File: config.mk
export PLATFORM = sky130hd
export DESIGN_NAME = eei_encoder_emulation
export DESIGN_NICKNAME = d
export VERILOG_FILES = /design/src/hdl/eei_pkg.sv /design/src/hdl/eei_step_if.sv /design/src/hdl/eei_pin_decode.sv /design/src/hdl/eei_encoder_emulation.sv
export SDC_FILE = /design/constraint.sdc
export NUM_CORES = 2
export LEC_CHECK = 0
export BUFFER_PORTS_ARGS = -buffer_cell sky130_fd_sc_hd__buf_2
export CAP_MARGIN = 20
export CORE_UTILIZATION = 66
export CTS_CLUSTER_DIAMETER = 80
export CTS_CLUSTER_SIZE = 30
export DETAILED_ROUTE_END_ITERATION = 16
export PLACE_DENSITY = 0.93
export SYNTH_ARGS = -nofsm -noshare
export SYNTH_HDL_FRONTEND = slang
export SYNTH_SLANG_ARGS = --single-unit
File: constraint.sdc
create_clock -name mclk -period 21.4 [get_ports mclk]
set_input_delay 2.14 -clock mclk [delete_from_list [all_inputs] [get_ports mclk]]
set_output_delay 2.14 -clock mclk [all_outputs]
set_load 0.03 [all_outputs]
File: src/hdl/eei_pkg.sv
// Shared constants and types for the encoder emulation and index block.
package eei_pkg;

   // ==========================================================
   // Parameter offsets
   localparam logic [7:0] ABS_INDEX_OFFSET = 8'hf8;
   localparam logic [7:0] RESOLUTION_OFFSET = 8'hfa;
   localparam logic [7:0] REV_INDEX_OFFSET = 8'hfc;

   // ==========================================================
   // Widths and values after reset
   localparam int RES_W = 24;
   localparam int ZOFF_W = 16;
   localparam int CPR_W = 26;
   localparam logic [31:0] ABS_INDEX_RESET = 32'h0000_0000;
   localparam logic [RES_W-1:0] RESOLUTION_RESET = 24'h00_0000;
   localparam logic [ZOFF_W-1:0] REV_INDEX_RESET = 16'h0000;

   // ==========================================================
   // Port modes
   typedef enum logic [2:0] {
      MODE_IN_NONE   = 3'b000,
      MODE_OUT_REV   = 3'b001,
      MODE_OUT_ABS   = 3'b010,
      MODE_IN_AB     = 3'b011,
      MODE_IN_STEP   = 3'b100,
      MODE_IN_UPDOWN = 3'b101
   } eei_mode_t;

endpackage

File: src/hdl/eei_step_if.sv
// Step events passed from the pin decoder to the counting core.
`timescale 1ns/1ns
interface eei_step_if;
   logic [2:0] mode;
   logic       up;
   logic       dn;
   modport dec (input mode, output up, output dn);
   modport core (output mode, input up, input dn);
endinterface

File: src/hdl/eei_pin_decode.sv
// Decoder that turns received encoder pin levels into count steps.
`timescale 1ns/1ns
module eei_pin_decode (
   // Clock and reset
   input wire logic mclk,
   input wire logic srst,
   // Received pin levels
   input wire logic a_in,
   input wire logic b_in,
   // Count steps
   eei_step_if.dec  stp
);

   logic a_reg;
   logic b_reg;

   // ==========================================================
   // Previous levels
   always_ff @(posedge mclk) begin
      if (srst) begin
         a_reg <= 1'b0;
         b_reg <= 1'b0;
      end else begin
         a_reg <= a_in;
         b_reg <= b_in;
      end
   end

   // ==========================================================
   // Step decode per mode
   always_comb begin
      stp.up = 1'b0;
      stp.dn = 1'b0;
      case (stp.mode)
         eei_pkg::MODE_IN_AB: begin
            // An edge on one channel alone is one count, direction from the phase; edges on both at once give none.
            if ((a_in ^ a_reg) && !(b_in ^ b_reg)) begin
               stp.up = a_in ^ b_in;
               stp.dn = ~(a_in ^ b_in);
            end else if ((b_in ^ b_reg) && !(a_in ^ a_reg)) begin
               stp.up = ~(a_in ^ b_in);
               stp.dn = a_in ^ b_in;
            end
         end
         eei_pkg::MODE_IN_STEP: begin
            stp.up = a_in && !a_reg && !b_in;
            stp.dn = a_in && !a_reg && b_in;
         end
         eei_pkg::MODE_IN_UPDOWN: begin
            // A rising edge on both lines at once cancels out.
            stp.up = a_in && !a_reg && !(b_in && !b_reg);
            stp.dn = b_in && !b_reg && !(a_in && !a_reg);
         end
         default: begin
            stp.up = 1'b0;
            stp.dn = 1'b0;
         end
      endcase
   end

endmodule

File: src/hdl/eei_encoder_emulation.sv
// Emulated encoder port: output emulation with index, and handwheel input counting.
//
// What this block does
// - In mode two, index pulses when feedback count equals absolute index position.
// - Absolute index position is an unsigned 32-bit count, reset to zero.
// - Resolution means lines per rev in modes one to three, counts in four, five.
// - Resolution accepts zero to 16,777,215 and resets to zero.
// - As output, exactly the programmed lines are produced per feedback revolution.
// - As input, the programmed received lines in mode three, or counts in modes four and five, make one handwheel revolution.
// - In mode one, index pulses when feedback angle within a rev equals the offset.
// - Index offset is in 1/65536 rev, zero to 65535, reset to zero.
// - Mode field selects input none, output rev, output abs, A/B, step, up-down.
// - Output direction is motor direction select xor emulation direction select.
`timescale 1ns/1ns
module eei_encoder_emulation (
   // Clock and reset
   input  wire logic        mclk,
   input  wire logic        srst,
   // Parameter access
   input  wire logic [7:0]  par_addr,
   input  wire logic        par_wr,
   input  wire logic        par_rd,
   input  wire logic [31:0] par_wdata,
   output logic      [31:0] par_rdata,
   output logic             par_ack,
   // Configuration
   input  wire logic [2:0]  emulation_port_mode,
   input  wire logic        motor_direction_select,
   input  wire logic        emulation_direction_select,
   // Primary feedback
   input  wire logic [31:0] fb_turns,
   input  wire logic [15:0] fb_angle,
   // Emulated encoder port pins
   input  wire logic        a_in,
   output logic             a_out,
   output logic             a_oe,
   input  wire logic        b_in,
   output logic             b_out,
   output logic             b_oe,
   output logic             z_out,
   output logic             z_oe,
   // Handwheel position
   output logic      [31:0] handwheel_turns,
   output logic      [31:0] handwheel_count
);

   localparam int CW = eei_pkg::CPR_W;

   // ==========================================================
   // Helpers
   function automatic logic [CW-1:0] scale_rev(input logic [15:0] frac,
                                               input logic [CW-1:0] cpr);
      logic [CW+15:0] prod;
      prod = frac * cpr;
      return prod[CW+15:16];
   endfunction

   function automatic logic [31:0] wrap_step(input logic [31:0] cnt,
                                             input logic [CW-1:0] cpr,
                                             input logic up);
      logic [31:0] top;
      top = {6'h00, cpr} - 32'h0000_0001;
      if (cpr == '0) begin
         return 32'h0000_0000;
      end else if (up) begin
         return (cnt >= top) ? 32'h0000_0000 : cnt + 32'h0000_0001;
      end else begin
         return (cnt == 32'h0000_0000 || cnt > top) ? top : cnt - 32'h0000_0001;
      end
   endfunction

   // ==========================================================
   // Declarations
   logic [31:0]              abs_index_reg;
   logic [eei_pkg::RES_W-1:0]  resolution_reg;
   logic [eei_pkg::ZOFF_W-1:0] rev_index_reg;
   logic [31:0]              emu_cnt_reg;
   logic [31:0]              emu_cnt_next;
   logic [31:0]              rev_cnt_reg;
   logic [31:0]              rev_cnt_next;
   logic [CW-1:0]            out_cpr;
   logic [CW-1:0]            in_cpr;
   logic [CW-1:0]            zoff_cnt;
   logic [CW+31:0]           turn_prod;
   logic [31:0]              target_raw;
   logic [31:0]              target;
   logic [31:0]              diff;
   logic                     step_up;
   logic                     step_dn;
   logic                     out_mode;
   logic                     a_reg;
   logic                     b_reg;
   logic                     z_reg;
   eei_step_if               stp ();

   // ==========================================================
   // Parameter access
   always_ff @(posedge mclk) begin
      if (srst) begin
         abs_index_reg  <= eei_pkg::ABS_INDEX_RESET;
         resolution_reg <= eei_pkg::RESOLUTION_RESET;
         rev_index_reg  <= eei_pkg::REV_INDEX_RESET;
      end else if (par_wr) begin
         case (par_addr)
            eei_pkg::ABS_INDEX_OFFSET: abs_index_reg <= par_wdata;
            // Bits above the resolution range are dropped on write.
            eei_pkg::RESOLUTION_OFFSET: resolution_reg <= par_wdata[eei_pkg::RES_W-1:0];
            eei_pkg::REV_INDEX_OFFSET: rev_index_reg <= par_wdata[eei_pkg::ZOFF_W-1:0];
            default: ;
         endcase
      end
   end

   always_ff @(posedge mclk) begin
      if (srst) begin
         par_rdata <= 32'h0000_0000;
         par_ack   <= 1'b0;
      end else begin
         par_ack <= par_rd || par_wr;
         if (par_rd) begin
            case (par_addr)
               eei_pkg::ABS_INDEX_OFFSET: par_rdata <= abs_index_reg;
               eei_pkg::RESOLUTION_OFFSET: par_rdata <= {8'h00, resolution_reg};
               eei_pkg::REV_INDEX_OFFSET: par_rdata <= {16'h0000, rev_index_reg};
               default: par_rdata <= 32'h0000_0000;
            endcase
         end
      end
   end

   // ==========================================================
   // Output emulation
   assign out_mode = emulation_port_mode == eei_pkg::MODE_OUT_REV ||
                     emulation_port_mode == eei_pkg::MODE_OUT_ABS;
   // Four quadrature counts per line; lines per rev in output modes.
   assign out_cpr = {resolution_reg, 2'b00};
   assign zoff_cnt = scale_rev(rev_index_reg, out_cpr);
   assign turn_prod = fb_turns * out_cpr;
   // Whole turns plus the scaled angle, so every rev maps onto exactly out_cpr counts.
   assign target_raw = turn_prod[31:0] + {6'h00, scale_rev(fb_angle, out_cpr)};
   assign target = (motor_direction_select ^ emulation_direction_select) ?
                   32'h0000_0000 - target_raw : target_raw;
   assign diff = target - emu_cnt_reg;
   // One count per clock at most keeps A/B a clean gray sequence; fast moves lag briefly.
   assign step_up = out_mode && diff != 32'h0000_0000 && !diff[31];
   assign step_dn = out_mode && diff[31];

   always_comb begin
      emu_cnt_next = emu_cnt_reg;
      rev_cnt_next = rev_cnt_reg;
      if (step_up || step_dn) begin
         emu_cnt_next = step_up ? emu_cnt_reg + 32'h0000_0001 : emu_cnt_reg - 32'h0000_0001;
         rev_cnt_next = wrap_step(rev_cnt_reg, out_cpr, step_up);
      end
   end

   always_ff @(posedge mclk) begin
      if (srst) begin
         emu_cnt_reg <= 32'h0000_0000;
         rev_cnt_reg <= 32'h0000_0000;
      end else begin
         emu_cnt_reg <= emu_cnt_next;
         rev_cnt_reg <= rev_cnt_next;
      end
   end

   always_ff @(posedge mclk) begin
      if (srst) begin
         a_reg <= 1'b0;
         b_reg <= 1'b0;
         z_reg <= 1'b0;
      end else begin
         a_reg <= emu_cnt_next[1];
         b_reg <= emu_cnt_next[1] ^ emu_cnt_next[0];
         // Index follows the count, so it lasts one count and moves with an A/B edge.
         case (emulation_port_mode)
            eei_pkg::MODE_OUT_REV:
               z_reg <= out_cpr != '0 && rev_cnt_next == {6'h00, zoff_cnt};
            eei_pkg::MODE_OUT_ABS:
               z_reg <= out_cpr != '0 && emu_cnt_next == abs_index_reg;
            default: z_reg <= 1'b0;
         endcase
      end
   end

   assign a_out = a_reg;
   assign b_out = b_reg;
   assign z_out = z_reg;
   assign a_oe = out_mode;
   assign b_oe = out_mode;
   assign z_oe = out_mode;

   // ==========================================================
   // Handwheel input
   assign stp.mode = out_mode ? eei_pkg::MODE_IN_NONE : emulation_port_mode;
   // Lines per rev for A/B input, counts per rev for step and up-down input.
   assign in_cpr = (emulation_port_mode == eei_pkg::MODE_IN_AB) ?
                   {resolution_reg, 2'b00} : {2'b00, resolution_reg};

   eei_pin_decode u_decode (
      .mclk (mclk),
      .srst (srst),
      .a_in (a_in),
      .b_in (b_in),
      .stp  (stp)
   );

   always_ff @(posedge mclk) begin
      if (srst) begin
         handwheel_count <= 32'h0000_0000;
         handwheel_turns <= 32'h0000_0000;
      end else if (stp.up || stp.dn) begin
         handwheel_count <= wrap_step(handwheel_count, in_cpr, stp.up);
         if (in_cpr != '0 && stp.up && handwheel_count >= {6'h00, in_cpr} - 32'h0000_0001) begin
            handwheel_turns <= handwheel_turns + 32'h0000_0001;
         end else if (in_cpr != '0 && stp.dn && handwheel_count == 32'h0000_0000) begin
            handwheel_turns <= handwheel_turns - 32'h0000_0001;
         end
      end
   end

endmodule

==> impl_summary.txt <==
----------------------------------------------------
[Yosys]
  Library cell occupying the most area in the post-synthesis netlist ... sky130_fd_sc_hd__fa_1
  Number of instances in the synthesized netlist ... 7422
  YS warnings ... 0
  Post-synthesis simple-gate area fraction ... 22.7%
  Sequential fraction of the synthesis area ... 7.78%
  Combinational family with the most area after synthesis ... adder cells
  Synth Net Count ... 8975
  Compound-Gate Fraction of Synth Area ... 11.0%
  Synth Area per Inst ... 8.22 um^2
  Total standard cell area after synthesis ... 61000 um^2
  Unique masters post-synth ... 103
  Synthesized-area fraction occupied by adder cells ... 41.6%
  Async set-reset flop share out of synthesis ... 0%
  Most used flip-flop cell after synthesis ... sky130_fd_sc_hd__dfxtp_1
  Number of flops mapped to enable cells by yosys ... 0
  Xor-xnor portion of the synthesized cell area ... 5.74%
  #FFs+latches synth ... 237
  Area contributors post-synth ... sky130_fd_sc_hd__fa_1 (31%), sky130_fd_sc_hd__and2_1 (10%), sky130_fd_sc_hd__ha_1 (10%)
  Area fraction of the dominant cell type after synthesis ... 31.5%
  Mux share of post-synthesis cell area ... 1.33%

[Setup path]
  Critical Path Max Stage Delay ... 0.58 ns
  Type of the setup path with the least slack ... primary input to flip-flop
  Kind of start point of the critical path ... primary input
  Buf+Inv Stages, Crit Path ... 8
  Arrival time of data at the critical path endpoint ... 20.60 ns
  Critical path fanouts, max ... 38
  Family with the most delay on the worst path ... compound AO/OA/AOI/OAI gates
  Path length in cells of the critical path ... 71
  Register-to-Register Path Depth ... 76
  Required time reported for the critical path endpoint ... 21.87 ns
  Cell with the biggest individual delay on the critical path ... sky130_fd_sc_hd__fa_1
  Endpoint kind of the worst setup timing path ... flip-flop

[Timing]
  Tmin final ... 20.13 ns
  Setup-violating endpoint count in the final report ... 0
  Relative max-transition margin ... 20.6%
  Setup clock skew after layout ... 0.0388 ns
  Number of max-slew violations in the final report ... 0
  Final hold violation count ... 0
  Final Hold Slack ... 0.471 ns
  Setup TNS ... 0 ns
  RSZ-0062 raised after global routing ... no
  Crit path setup slack, layout ... 1.27 ns
  Period utilization ... 94.1%
  Max Fclk ... 0.0497 GHz
  Transition at the pin with the smallest max-transition slack ... 1.19 ns

[Clocking]
  Number of clock sinks ... 237
  # H-tree levels ... 1
  Clock root buffer ... sky130_fd_sc_hd__clkbuf_16
  Number of setup buffers added after CTS ... 0
  Clock network latency to the later pin of the worst-skew pair ... 0.55 ns
  Clock input transition at the sequential cells of the worst setup and hold paths ... 0.13 ns
  Clock tree buffer depth ... 3
  Hold-fix buffers at CTS ... 0
  Number of buffers inserted during clock tree synthesis ... 14
  Number of instances resized during post-cts repair ... 0
  CTS tree ... built

[Route]
  Post-route DRC ... 0
  Router iterations before antenna repair ... 8
  Number of design-rule violations left by the first detailed-router iteration ... 5740
  Antenna-violating nets left ... 0
  Per-cell routed wire length ... 23.3 um
  Sum of routed wire length over all layers ... 198000 um
  Post-DR vias/cell ... 6.42
  Vias ... 54700

[Place]
  Worst setup timing slack at the placement stage ... 1.10 ns
  Total of buffers placed on input and output ports ... 199
  Final weighted congestion in routability-driven placement ... 1.04
  Sum of net half-perimeters after detailed placement ... 149000 um

[Floorplan]
  Vertical die dimension ... 306 um
  I/O pin cnt ... 202
  Row count ... 111
  Die area ... 93600 um^2
  Die width ... 306 um
  Area of the core region ... 91700 um^2
  Starting density of the core ... 66.5%

[Final layout]
  Net total in the final layout ... 8865
  Final design utilization ... 68.9%
  Ratio of cells with drive above 1 in the final layout ... 5.51%
  Number of inserted filler cells in the final layout ... 6660
  Area of the multi-input gates ... 50300 um^2
  Area growth from synthesis to layout ... 3.62%
  Sequential cell area ... 4770 um^2

[Min path]
  Worst min path class ... flip-flop to flip-flop
  Instance count along the most critical hold path ... 2

[Global route]
  Global-route wire length before repair ... 309000 um
  Total grt overflow ... 0
  Overall fraction of global-route tracks in use ... 42.5%
  Maximum number of pins on one net before global-route repair ... 92
  Initial antenna violation count ... 27
  Vias in the first global route ... 57100

[Run]
  Max-cap violation count ... 0

[Power]
  LEAKAGE ... 28.4 nW
  Tot Pwr ... 2.62 mW
  Maximum ir drop on the vdd rail ... 0.0000798 V
  Power density relative to cell area ... 41.5 nW/um^2

[Status]
  Result of the run ... completed

----------------------------------------------------
[Yosys cell counts (38+ instances only)]
master / count
sky130_fd_sc_hd__dfxtp_1: 237
sky130_fd_sc_hd__nand2b_1: 72
sky130_fd_sc_hd__fa_1: 959
sky130_fd_sc_hd__xnor2_1: 256
sky130_fd_sc_hd__nand2_1: 546
sky130_fd_sc_hd__xor2_1: 139
sky130_fd_sc_hd__inv_1: 1179
sky130_fd_sc_hd__o21ai_0: 188
sky130_fd_sc_hd__nand3_1: 95
sky130_fd_sc_hd__nor4_1: 42
sky130_fd_sc_hd__ha_1: 495
sky130_fd_sc_hd__nor2_1: 447
sky130_fd_sc_hd__a21o_1: 60
sky130_fd_sc_hd__nand4_1: 38
sky130_fd_sc_hd__and2_1: 1021
sky130_fd_sc_hd__clkbuf_1: 379
sky130_fd_sc_hd__nor2b_1: 79
sky130_fd_sc_hd__and3_1: 58
sky130_fd_sc_hd__mux2i_1: 73
sky130_fd_sc_hd__nor3_1: 91
sky130_fd_sc_hd__a21oi_1: 382
[through the flow]
step | std cells | instance area [um^2]
global placement | 8477 | 62600
global route | 8510 | 63200
CTS | 8500 | 63100
finish | 8524 | 63200
floorplan | 7422 | 61000
detailed placement | 8477 | 62600
[cell usage in the layout (no fill, tap or decap), types with 38 or more instances in the layout]
cell type / instances
sky130_fd_sc_hd__buf_4: 91
sky130_fd_sc_hd__nand2_1: 546
sky130_fd_sc_hd__xnor2_1: 255
sky130_fd_sc_hd__xor2_1: 139
sky130_fd_sc_hd__inv_1: 1179
sky130_fd_sc_hd__nor2_1: 446
sky130_fd_sc_hd__nand2b_1: 72
sky130_fd_sc_hd__fa_1: 959
sky130_fd_sc_hd__o21ai_0: 187
sky130_fd_sc_hd__dfxtp_1: 213
sky130_fd_sc_hd__nor4_1: 41
sky130_fd_sc_hd__buf_2: 198
sky130_fd_sc_hd__nand3_1: 95
sky130_fd_sc_hd__nand4_1: 38
sky130_fd_sc_hd__a21oi_1: 382
sky130_fd_sc_hd__and3_1: 58
sky130_fd_sc_hd__nor3_1: 89
sky130_fd_sc_hd__and2_1: 1022
sky130_fd_sc_hd__nor2b_1: 79
sky130_fd_sc_hd__ha_1: 495
sky130_fd_sc_hd__a21o_1: 59
sky130_fd_sc_hd__mux2i_1: 73
[cell type report]
class,instances,area share (%)
clock inverter,7,0.168
antenna,19,0.0752
clock buffer,16,0.600
timing repair buffer,293,2.72
inverter,1179,7.00
sequential,237,7.55
multi-input combinational,5587,79.5
tap,1186,2.35
[path summary, 6_finish.rpt]
check | start | to | slack, ns
worst min-delay path | par_rdata[27] | par_rdata[27] | 0.47
worst min register to register | par_rdata[27] | par_rdata[27] | 0.47
worst max register to register | resolution_reg[11] | z_out | 2.24
worst max-delay path | fb_angle[1] | z_out | 1.27
[power by group]
part	switching [mW]	internal [mW]
Combinational	1.08	0.691
Sequential	0.0461	0.472
Clock	0.197	0.140
Total	1.32	1.30
[worst min-delay path, stage by stage (launching register included)]
cell	delay (ns)
sky130_fd_sc_hd__dfxtp_1	0.33
sky130_fd_sc_hd__nand2b_1	0.06
sky130_fd_sc_hd__a21oi_1	0.05
[metal layers]
metal  share of wire, %  vias to the layer above  GRT usage [%]  wire length [um]
met1                 33                    26300           48.9             66200
met2                 45                     3970           67.1             88600
met3                 13                     1225           12.8             26200
li1                   -                    23200              -                 -
met5              0.064                        -              0               126
met4                8.6                       14           31.8             17000
[kinds of logic (layout without fill, tap and decap cells)]
| logic type | after synthesis | after routing |
|---|---|---|
| AND/OR/NAND/NOR | 2612 | 2612 |
| flip-flops | 237 | 237 |
| other | 0 | 19 |
| AO/OA/AOI/OAI | 1044 | 1044 |
| multiplexers | 80 | 80 |
| adder cells (fa/ha/maj) | 1454 | 1454 |
| XOR/XNOR | 397 | 397 |
| buffers and inverters | 1598 | 1495 |
Note: power is estimated with default switching activity, not from simulation.
